[src/qdc_pkg.sv]
// constants and types shared by the quadrature decoder/counter
package qdc_pkg;

  // ****************************************************************
  // widths and counts
  // ****************************************************************
  localparam int CNT_WIDTH_DEFAULT = 16; // 12 or 16
  localparam int FILT_HIST_BITS = 4;    // history held per channel
  localparam int FILT_STABLE = 3;       // equal samples needed
  localparam int BYTE_BITS = 8;

  // ****************************************************************
  // byte pick encoding and reset values
  // ****************************************************************
  localparam logic SEL_HIGH_BYTE = 1'b0;
  localparam logic SEL_LOW_BYTE = 1'b1;
  localparam logic [3:0] FILT_HIST_RST = 4'h0;
  localparam logic FILT_OUT_RST = 1'b0;
  localparam logic DIR_UP = 1'b1;
  localparam logic DIR_DOWN = 1'b0;
  localparam logic [7:0] DATA_RST = 8'h00;

  // ****************************************************************
  // inhibit states
  // ****************************************************************
  typedef enum logic [1:0] {
    INH_FREE,
    INH_HOLD,
    INH_LOW_SEEN
  } qdc_inh_state_t;

endpackage

[src/qdc_filt_if.sv]
// filtered channel levels passed from filter to decoder
`timescale 1ns/1ns
interface qdc_filt_if;
  logic chanA;
  logic chanB;
  modport filt (output chanA, output chanB);
  modport dec (input chanA, input chanB);
endinterface

[src/qdc_filter.sv]
// per-channel digital noise filter for both quadrature phases
`timescale 1ns/1ns
module qdc_filter (
  input wire logic core_clk,
  input wire logic sys_rst,
  input wire logic quad_phase_a_in,
  input wire logic quad_phase_b_in,
  qdc_filt_if.filt filtOut
);
  import qdc_pkg::*;

  logic [3:0] histA_q;
  logic [3:0] histA_d;
  logic [3:0] histB_q;
  logic [3:0] histB_d;
  logic outA_q;
  logic outA_d;
  logic outB_q;
  logic outB_d;

  // ****************************************************************
  // history shift and stable-level check
  // ****************************************************************
  // shift in on every rising edge, output moves only on three equal
  always_comb begin
    histA_d = {histA_q[2:0], quad_phase_a_in};
    histB_d = {histB_q[2:0], quad_phase_b_in};
    outA_d = outA_q;
    outB_d = outB_q;
    if (histA_q[2:0] == 3'b111) outA_d = 1'b1;
    if (histA_q[2:0] == 3'b000) outA_d = 1'b0;
    if (histB_q[2:0] == 3'b111) outB_d = 1'b1;
    if (histB_q[2:0] == 3'b000) outB_d = 1'b0;
  end

  // registers
  always_ff @(posedge core_clk) begin
    if (sys_rst) begin
      histA_q <= FILT_HIST_RST;
      histB_q <= FILT_HIST_RST;
      outA_q <= FILT_OUT_RST;
      outB_q <= FILT_OUT_RST;
    end else begin
      histA_q <= histA_d;
      histB_q <= histB_d;
      outA_q <= outA_d;
      outB_q <= outB_d;
    end
  end

  assign filtOut.chanA = outA_q;
  assign filtOut.chanB = outB_q;
endmodule

[src/qdc_decoder.sv]
// 4x quadrature decoder: step and direction from filtered phases
`timescale 1ns/1ns
module qdc_decoder (
  input wire logic core_clk,
  input wire logic sys_rst,
  qdc_filt_if.dec filtIn,
  output logic step,
  output logic dirUp
);
  import qdc_pkg::*;

  logic [1:0] prev_q;
  logic [1:0] prev_d;
  logic [1:0] curPos;
  logic [1:0] delta;

  // ****************************************************************
  // state compare
  // ****************************************************************
  // phase order 00,10,11,01 counts up (a leads b)
  always_comb begin
    // gray {b,a} to binary so the up order reads 0,1,2,3
    curPos = {filtIn.chanB, filtIn.chanA ^ filtIn.chanB};
    delta = curPos - prev_q;
    prev_d = curPos;
    step = (delta != 2'd0);
    // two-step jumps are counted up, no error raised
    dirUp = (delta == 2'd3) ? DIR_DOWN : DIR_UP;
  end

  // previous state register
  always_ff @(posedge core_clk) begin
    if (sys_rst) begin
      prev_q <= 2'd0;
    end else begin
      prev_q <= prev_d;
    end
  end
endmodule

[src/qdc_counter_top.sv]
// quadrature decoder/counter with latched byte-wide read port
// Behaviour
// - reset clears counter, latch and inhibit
// - data driven only while output enable low; here dataOe is registered and follows outEnN one rising edge late
// - falling edge samples enable and byte pick
// - byte pick 0 high byte, 1 low
// - counter and latch 12 or 16 bits
// - 12-bit mode top four high bits zero
// - uninhibited latch follows counter each rising edge
// - step pulse on each valid transition
// - direction high up, valid before pulses; here it changes on the same rising edge that raises the pulse
// - wrap pulse on overflow or underflow
// - pulses rise after rising, fall after falling
// - four-bit sample history per channel
// - filter output needs three equal samples
// - spikes and sub-three-period pulses rejected
// - count every edge, four per cycle
// - count from previous and current state
// - a leads b up, b leads a down
// - illegal transitions not flagged, may miscount
`timescale 1ns/1ns
module qdc_counter_top #(
  parameter int CNT_WIDTH = qdc_pkg::CNT_WIDTH_DEFAULT
) (
  input wire logic core_clk,
  input wire logic sys_rst,
  input wire logic quad_phase_a_in,
  input wire logic quad_phase_b_in,
  input wire logic outEnN,
  input wire logic byteSel,
  output logic [qdc_pkg::BYTE_BITS-1:0] dataOut,
  output logic dataOe,
  output logic dirUpOut,
  output logic decoder_step_pulse,
  output logic wrap_pulse
);
  import qdc_pkg::*;

  localparam logic [CNT_WIDTH-1:0] CNT_MAX = {CNT_WIDTH{1'b1}};
  localparam logic [CNT_WIDTH-1:0] CNT_ZERO = '0;

  qdc_filt_if filtBus ();
  logic decStep;
  logic decDirUp;

  logic [CNT_WIDTH-1:0] cnt_q;
  logic [CNT_WIDTH-1:0] cnt_d;
  logic [CNT_WIDTH-1:0] latch_q;
  logic [CNT_WIDTH-1:0] latch_d;
  logic [15:0] latchWide;
  logic [7:0] data_q;
  logic [7:0] data_d;
  logic oe_q;
  logic oe_d;
  logic dir_q;
  logic dir_d;
  logic stepTgl_q;
  logic stepTgl_d;
  logic wrapTgl_q;
  logic wrapTgl_d;
  logic stepAck_q;
  logic stepAck_d;
  logic wrapAck_q;
  logic wrapAck_d;
  logic wrapEvt;
  qdc_inh_state_t inh_q;
  qdc_inh_state_t inh_d;
  logic inhibit;

  // ****************************************************************
  // input filter and decoder
  // ****************************************************************
  qdc_filter uFilter (
    .core_clk(core_clk),
    .sys_rst(sys_rst),
    .quad_phase_a_in(quad_phase_a_in),
    .quad_phase_b_in(quad_phase_b_in),
    .filtOut(filtBus)
  );

  qdc_decoder uDecoder (
    .core_clk(core_clk),
    .sys_rst(sys_rst),
    .filtIn(filtBus),
    .step(decStep),
    .dirUp(decDirUp)
  );

  // ****************************************************************
  // inhibit logic, falling-edge domain of the same clock
  // ****************************************************************
  // hold the latch from first enable low until low byte read ends
  always_comb begin
    inh_d = inh_q;
    case (inh_q)
      INH_FREE: begin
        if (!outEnN && byteSel == SEL_LOW_BYTE) begin
          inh_d = INH_LOW_SEEN;
        end else if (!outEnN) begin
          inh_d = INH_HOLD;
        end
      end
      INH_HOLD: begin
        if (!outEnN && byteSel == SEL_LOW_BYTE) begin
          inh_d = INH_LOW_SEEN;
        end
      end
      INH_LOW_SEEN: begin
        if (outEnN) inh_d = INH_FREE;
      end
      default: inh_d = INH_FREE;
    endcase
  end

  // pulse return acknowledges also live on the falling edge
  always_comb begin
    stepAck_d = stepTgl_q;
    wrapAck_d = wrapTgl_q;
  end

  always_ff @(negedge core_clk) begin
    if (sys_rst) begin
      inh_q <= INH_FREE;
      stepAck_q <= 1'b0;
      wrapAck_q <= 1'b0;
    end else begin
      inh_q <= inh_d;
      stepAck_q <= stepAck_d;
      wrapAck_q <= wrapAck_d;
    end
  end

  assign inhibit = (inh_q != INH_FREE);

  // ****************************************************************
  // position counter, latch and cascade events
  // ****************************************************************
  always_comb begin
    cnt_d = cnt_q;
    wrapEvt = 1'b0;
    dir_d = dir_q;
    if (decStep) begin
      dir_d = decDirUp;
      if (decDirUp == DIR_UP) begin
        cnt_d = cnt_q + 1'b1;
        wrapEvt = (cnt_q == CNT_MAX);
      end else begin
        cnt_d = cnt_q - 1'b1;
        wrapEvt = (cnt_q == CNT_ZERO);
      end
    end
    // the latch takes the new count unless a read holds it
    latch_d = inhibit ? latch_q : cnt_d;
    stepTgl_d = stepTgl_q ^ decStep;
    wrapTgl_d = wrapTgl_q ^ wrapEvt;
  end

  // ****************************************************************
  // byte port
  // ****************************************************************
  // unused upper bits of a 12-bit count read as zero
  always_comb begin
    latchWide = 16'h0000;
    latchWide[CNT_WIDTH-1:0] = latch_d;
    if (byteSel == SEL_HIGH_BYTE) begin
      data_d = latchWide[15:8];
    end else begin
      data_d = latchWide[7:0];
    end
    oe_d = !outEnN;
  end

  always_ff @(posedge core_clk) begin
    if (sys_rst) begin
      cnt_q <= CNT_ZERO;
      latch_q <= CNT_ZERO;
      data_q <= DATA_RST;
      oe_q <= 1'b0;
      dir_q <= DIR_UP;
      stepTgl_q <= 1'b0;
      wrapTgl_q <= 1'b0;
    end else begin
      cnt_q <= cnt_d;
      latch_q <= latch_d;
      data_q <= data_d;
      oe_q <= oe_d;
      dir_q <= dir_d;
      stepTgl_q <= stepTgl_d;
      wrapTgl_q <= wrapTgl_d;
    end
  end

  // outputs; pulses are the difference of two edge toggles
  assign dataOut = data_q;
  assign dataOe = oe_q;
  assign dirUpOut = dir_q;
  assign decoder_step_pulse = stepTgl_q ^ stepAck_q;
  assign wrap_pulse = wrapTgl_q ^ wrapAck_q;
endmodule

[config.mk]
export PLATFORM = sky130hd
export DESIGN_NAME = qdc_counter_top
export DESIGN_NICKNAME = d
export VERILOG_FILES = /design/src/qdc_pkg.sv /design/src/qdc_filt_if.sv /design/src/qdc_filter.sv /design/src/qdc_decoder.sv /design/src/qdc_counter_top.sv
export SDC_FILE = /design/constraint.sdc
export NUM_CORES = 1
export LEC_CHECK = 0
export BUFFER_PORTS_ARGS = -buffer_cell sky130_fd_sc_hd__buf_2
export CAP_MARGIN = 25
export CELL_PAD_IN_SITES_DETAIL_PLACEMENT = 0
export CELL_PAD_IN_SITES_GLOBAL_PLACEMENT = 2
export CORE_ASPECT_RATIO = 1.75
export CORE_MARGIN = 10
export CORE_UTILIZATION = 40
export CTS_BUF_LIST = sky130_fd_sc_hd__clkbuf_8
export DETAILED_ROUTE_END_ITERATION = 7
export PLACE_DENSITY = 0.88
export RECOVER_POWER = 25
export SYNTH_ARGS = -nofsm -noshare
export SYNTH_HDL_FRONTEND = slang
export SYNTH_SLANG_ARGS = --single-unit
[constraint.sdc]
create_clock -name core_clk -period 8.3 [get_ports core_clk]
set_input_delay 1.245 -clock core_clk [delete_from_list [all_inputs] [get_ports core_clk]]
set_output_delay 1.245 -clock core_clk [all_outputs]
set_load 0.01 [all_outputs]
## Yosys cells after proc, flatten, opt, wreduce, memory -nomap -nowiden

Cells that the tools add are included.

- ROM bits: 0
- Memory bits (writable): 0
- Memories kept: 0
- Latch bits: 0
- Flip-flop bits (word level): 58

- Shift-type cells: 0
- Bitwise operators: 5
- Multiply operators: 0
- Reduce and logical (&&, ||, !) cells: 11
- Div/mod/pow operators: 0
- Add/sub/neg operators: 3
- Equal/unequal tests: 9
- Multiplexer cells: 12
- $lt $le $gt $ge: 0

Operators with widths:

| operator | count |
|---|---|
| $mux 16 | 3 |
| $add 16x1->16 const B | 1 |
| $eq 16x16->1 const B | 1 |
| $logic_not 16->1 | 1 |
| $sub 16x1->16 const B | 1 |
| $mux 2 | 4 |
| $mux 8 | 1 |
| $eq 3x3->1 const B | 2 |
| $logic_not 3->1 | 2 |
| $pmux 2 s3 | 1 |
| $xor 1x1->1 | 5 |
| $eq 2x2->1 const B | 2 |
| $ne 2x2->1 const B | 2 |
| $reduce_bool 2->1 | 2 |
| $reduce_or 2->1 | 2 |
| $mux 1 | 3 |
| $ne 3x3->1 const B | 1 |
| $reduce_and 3->1 | 1 |
| $eq 2x1->1 const B | 1 |
| $logic_not 2->1 | 1 |
| $sub 2x2->2 | 1 |
| $logic_and 1x1->1 | 1 |
| $logic_not 1->1 | 1 |

## Depth between registers and ports, before layout

Gate-level depths: netlist of the first run.

- Word-level depth: 7
- Mapped depth: 15
- Depth with buffers taken out: 12

## Hierarchy

From an unflattened synthesis of the first run, not the netlist that was laid out.

- Cell total of the unflattened synthesis: 331
- Area total of the unflattened synthesis: 2944.1 µm²

Modules (own cells, without submodules):

| module | area an instance (µm²) | cells each | instances | sequential area each (µm²) |
|---|---|---|---|---|
| qdc_counter_top | 2582.5 | 300 | 1 | 960.9 |
| qdc_filter | 257.7 | 22 | 1 | 160.2 |
| qdc_decoder | 103.8 | 9 | 1 | 40.0 |

==> results of run 1 <==
[cell usage in the layout (no fill, tap or decap), drive strengths merged, types with 3 or more instances in the layout]
cell / count
a22oi: 4
and4: 4
nand3: 6
nand2: 24
nor2b: 12
xor2: 6
nor2: 43
o22ai: 4
clkinv: 3
buf: 12
xnor2: 16
a21o: 4
nand2b: 4
dfxtp: 58
a21oi: 14
clkbuf: 17
or4: 5
o21ai: 7
and3: 3
o21a: 6
a221oi: 3
nor3: 8
a211oi: 6
nand4: 7
inv: 7
mux2i: 5
or3: 3
nor4: 7
a31oi: 3
[final cells by class]
| type | count | area (um2) |
|---|---|---|
| clock buffer | 10 | 137.6 |
| clock inverter | 10 | 95.09 |
| fill | 660 | 3540 |
| inverter | 2 | 7.507 |
| multi-input combinational | 228 | 1453 |
| sequential | 58 | 1161 |
| tap | 82 | 102.6 |
| timing repair buffer | 19 | 91.34 |
[state kept, by name, indices dropped and copies added (netlist names), 2 cells and up]
register and flops:
uDecoder.prev_q 2, inh_q 2, uFilter.histB_q 3, uFilter.histA_q 3, dataOut 8, latch_q 16
cnt_q 16
[metrics by stage]
step	power [mW]	utilization, %	instance area, um2	hold WS [ns]	std cells
3_5_place_dp	0.3237	42.93	2828	0.4404	390
3_3_place_gp	0.3233	42.93	2828	0.4414	390
2_1_floorplan	0.3154	-	2720	0.4274	312
5_1_grt	0.6306	46.27	3048	0.4882	409
4_1_cts	0.6141	46.40	3057	0.4492	409
6_report	0.6048	46.27	3048	0.4444	409
[per-layer routing]
layer | routed length (um) | vias to the layer above | part of all wire [%]
met5 | 0 | - | 0
met4 | 165 | 0 | 2.6
met3 | 227 | 15 | 3.6
met2 | 3374 | 42 | 54
met1 | 2475 | 1022 | 40
li1 | - | 1133 | -
[tightest hold or removal path, cell delays in order, from the launching register on]
cell     delay (ns)
dfxtp_1        0.31
nand2_1        0.05
a21oi_1        0.05
[power by group]
part | total (mW) | leakage [nW] | switching (mW) | internal (mW)
clock | 0.292 | 0.139 | 0.114 | 0.178
sequential | 0.285 | 0.470 | 0.00204 | 0.283
combinational | 0.0274 | 0.550 | 0.0178 | 0.00958
total | 0.605 | 1.16 | 0.134 | 0.471
[worst paths after layout]
check / from / end / depth (start not counted)
hold reg to reg: uFilter.histB_q[1] / uFilter.filtOut.chanB / 2
setup / recovery: stepAck_q / decoder_step_pulse / 2
setup reg to reg: inh_q[0] / dataOut[4] / 5
hold / removal: uFilter.histB_q[1] / uFilter.filtOut.chanB / 2
[logic make-up (layout without fill, tap and decap cells)]
kind of cell / after synthesis / after routing / share of synthesized area [%]
flip-flops: 58 / 58 / 42.69
XOR/XNOR: 24 / 24 / 8.785
multiplexers: 7 / 7 / 2.668
AO/OA/AOI/OAI: 63 / 63 / 16.24
AND/OR/NAND/NOR: 132 / 132 / 24.79
adder cells (fa/ha/maj): 2 / 2 / 0.9198
buffers and inverters: 26 / 41 / 3.910
==> qor.yml, run 1 <==
hold_class: "register to register"
ys_top_cells_by_count: "58 x dfxtp_1, 43 x nor2_1, 24 x nand2_1, 19 x clkbuf_1, 16 x xnor2_1"
nets: 330
die-area_um2: 10630
p_per_area_nw_per_um2: 198.4
status: "complete, no violations"
wl_per_cell_um: 15.26
start_util_pct: 41.29
drv_cap: 0
die_w_um: 82.34
core_um2: 6588
synth_flop_cell: "dfxtp_1"
synth_edf_count: 0
drtIter0Drc: 161
viasPerCell: 5.408
timing.slew.headroom_pct: 10.35
arrival_ns: 5.11
tightest_slew_ns: 1.345
grt_usage_pct: 12.98
cts_made_buffers: 9
avgSynthCellArea_um2: 8.718
path_buf_inv: 1
root_buffer: "clkbuf_8"
crit_path_cell_trace: "xor2_1 > buf_2"
cts_resized: 0
place_ws_ns: 1.922
ant_nets: 0
finalHoldViolCount: 0
antenna_found_initial: 0
ys.warnings.count: 0
path_clk_slew_ns: 0.07
cp-end-kind: "primary output"
drc_errors: 0
grt_pass1_wl_mm: 10.51
yosysSeqAreaShare_pct: 42.69
first_pass_iters: 4
rows: 39
r2r_slack_ns: 2.23
rsz0062_at_grt: "false"
use_met2_pct: 22.25
worstSetupPathType: "register to primary output"
antenna_cells: 0
finClkSkew_ns: 0.04856
irDropWorstVdd_v: 0.0002116
finalWeightedCongestion: 0.8185
ys_ff_latch: 58
p_leak_nw: 1.159
synth_area_um2: 2720
crit_path_max_fanout: 1
clock_path_buffers: 2
num_vias: 2212
use_met1_pct: 13.85
pin_count: 18
synth_cells: 312
async_reset_ff_share_pct: 0
setup_viol: 0
grt_pass1_vias: 2135
fp.dieH_um: 129.1
synth_area_leader_cell: "dfxtp_1"
worstPathRequired_ns: 7.05
cp-start-kind: "register"
holdBufCountCts: 0
post_cts_buffers: 0
syn-num-nets: 320
grt-busiest-layer: "met2"
grtUsageMet3_pct: 3.670
synth_cell_types: 53
crit_family: "flip-flops"
cts_htree_levels: 3
gr-total-overflow: 0
finalWirelength_mm: 6.243
setup_tns_ns: 0
dpl.hpwl_mm: 4.602
critPathSlowestCell: "dfxtp_1"
maxSlewViolCount: 0
numClockSinks: 58
clock_latency_ns: 0.38
post-synth-top-count-cell: "dfxtp_1"
drive_gt1_share_pct: 11.01
slowest_delay_ns: 0.31
synth_top_area_share_pct: 42.69
cts_tree: "done"
grt_max_degree: 32
fin_ws_ns: 1.943
syn2layout_area_growth_pct: 12.05
ys_top_cells_by_area: "dfxtp_1 43%, nor2_1 5.9%, xnor2_1 5.2%"
port_buffers: 17
Power figures use the tool's default switching activity.
==> run 2: changes to the inputs <==
--- a/config.mk
+++ b/config.mk
@@ -11,10 +11,10 @@
 export CELL_PAD_IN_SITES_GLOBAL_PLACEMENT = 2
 export CORE_ASPECT_RATIO = 1.75
 export CORE_MARGIN = 10
-export CORE_UTILIZATION = 40
+export CORE_UTILIZATION = 39
 export CTS_BUF_LIST = sky130_fd_sc_hd__clkbuf_8
 export DETAILED_ROUTE_END_ITERATION = 7
-export PLACE_DENSITY = 0.88
+export PLACE_DENSITY = 0.86
 export RECOVER_POWER = 25
 export SYNTH_ARGS = -nofsm -noshare
 export SYNTH_HDL_FRONTEND = slang
==> constraint.sdc (replaced) <==
create_clock -name core_clk -period 6.6 [get_ports core_clk]
set_input_delay 0.99 -clock core_clk [delete_from_list [all_inputs] [get_ports core_clk]]
set_output_delay 0.99 -clock core_clk [all_outputs]
set_load 0.01 [all_outputs]
==> run 2 against run 1 <==
Count of clock-buffer cells in the layout shrank 1. Via count up 1.9%. Clock skew down 0.0097 ns. Clock power is 53% higher. Combinational power is 27% higher. Routed wire length is 4.4% higher. Largest cell class unchanged. Largest power group unchanged.
==> qor.yml, run 2 (synthesis results as in run 1) <==
ant_nets: 0
dpl.hpwl_mm: 4.738
tightest_slew_ns: 1.020
critPathLaunch: "wrapAck_q"
drtIter0Drc: 210
clock_path_buffers: 2
hold_class: "register to register"
num_vias: 2254
finalWirelength_mm: 6.517
die-area_um2: 10850
place_inst: 392
numClockSinks: 58
stdcell_count: 411
antenna_cells: 0
holdPathStages: 2
finalHoldViolCount: 0
clock_latency_ns: 0.38
arrival_ns: 4.28
grt_pass1_vias: 2116
cts_htree_levels: 3
reg2reg_to: "dataOut[4]"
post_cts_buffers: 0
first_pass_iters: 4
grt_usage_pct: 12.35
p_per_area_nw_per_um2: 271.7
sw_frac_of_total_pct: 21.60
fp.dieH_um: 130.5
wl_per_cell_um: 15.86
cts_resized: 0
root_buffer: "clkbuf_8"
p_leak_nw: 1.169
status: "complete, no violations"
nets: 330
pin_count: 18
setup_viol: 0
final_common_cell: "dfxtp_1"
hold_path.startpoint: "uFilter.histA_q[1]"
viasPerCell: 5.484
power_frac_seq_pct: 42.7
maxSlewViolCount: 0
drv_cap: 0
mostFrequentLayoutCells: "58 x dfxtp_1, 43 x nor2_1, 24 x nand2_1"
finalWeightedCongestion: 0.8131
path_clk_slew_ns: 0.07
combPwrFrac_pct: 4.1
ff2ff_path_depth: 5
grt_pass1_wl_mm: 10.76
drive_gt1_share_pct: 11.01
setup_tns_ns: 0
crit_path_max_fanout: 1
core_um2: 6807
grt_max_degree: 37
worstPathRequired_ns: 5.61
irDropWorstVdd_v: 0.0002329
crit-reg2reg-launch: "inh_q[0]"
cts_tree: "done"
r2r_slack_ns: 1.36
start_util_pct: 39.96
cp-start-kind: "register"
fillers: 692
cts_made_buffers: 9
p_int_uw: 659.5
syn2layout_area_growth_pct: 13.85
rows: 40
drc_errors: 0
min_to: "uFilter.filtOut.chanA"
switchingPower_uw: 181.7
rsz0062_at_grt: "false"
finClkSkew_ns: 0.03890
gr-total-overflow: 0
clkPwrFrac_pct: 53.2
cp-end-kind: "primary output"
antenna_found_initial: 0
worstSetupPathType: "register to primary output"
timing.slew.headroom_pct: 32.00
die_w_um: 83.13
port_buffers: 17
holdBufCountCts: 0
[run 2: changes by cell type in the layout (fill, tap and decap cells not counted), sizes merged]
cell | before | now
bufinv | 2 | 4
inv | 7 | 5
clkbuf | 17 | 16
clkinvlp | 0 | 1
[run 2: cell type report]
cell class	instances	area, um2	area share [%]
inverter	2	7.507	0.2424
clock buffer	9	123.9	4.000
timing repair buffer	19	91.34	2.949
multi-input combinational	228	1453	46.91
tap	84	105.1	3.394
sequential	58	1161	37.49
clock inverter	11	155.1	5.010
[run 2: worst max path at each step]
stage                      end  cells past startpoint
floorplan             inh_q[0]                      5
detailed placement    inh_q[1]                      4
finish              wrap_pulse                      2
global placement      inh_q[1]                      4
CTS                 wrap_pulse                      2
global route        dataOut[4]                      5
[run 2: power by group through the flow]
stage	combinational, mW	clock (mW)	sequential, mW
final	0.0348	0.448	0.359
after global routing	0.0394	0.473	0.359
after CTS	0.0360	0.457	0.359
after detailed placement	0.0359	0.00472	0.367
after global placement	0.0355	0.00472	0.366
after floorplan	0.0247	0.00472	0.367
[run 2: critical path: stages (launching register included)]
cell	delay, ns
dfxtp_1	0.31
xor2_1	0.14
buf_2	0.15
[run 2: routing by layer]
metal / wire length [um] / GRT usage (%) / share of wire [%]
met5: 0 / 0 / 0
met4: 256 / 7.948 / 3.9
met3: 208 / 3.779 / 3.2
met2: 3379 / 21.53 / 52
met1: 2672 / 12.60 / 41
[run 2: per-stage QoR]
stage                     area [um2]  utilization (%)  power, mW  setup slack (ns)  hold WS, ns
after global routing            3097            45.50     0.8714             1.266       0.4746
after global placement          2830            41.58     0.4066             1.371       0.4422
after floorplan                 2720                -     0.3966             1.381       0.4274
after detailed placement        2830            41.58     0.4071             1.351       0.4376
after CTS                       3105            45.63     0.8514             1.314       0.4496
final                           3097            45.50     0.8412             1.327       0.4459
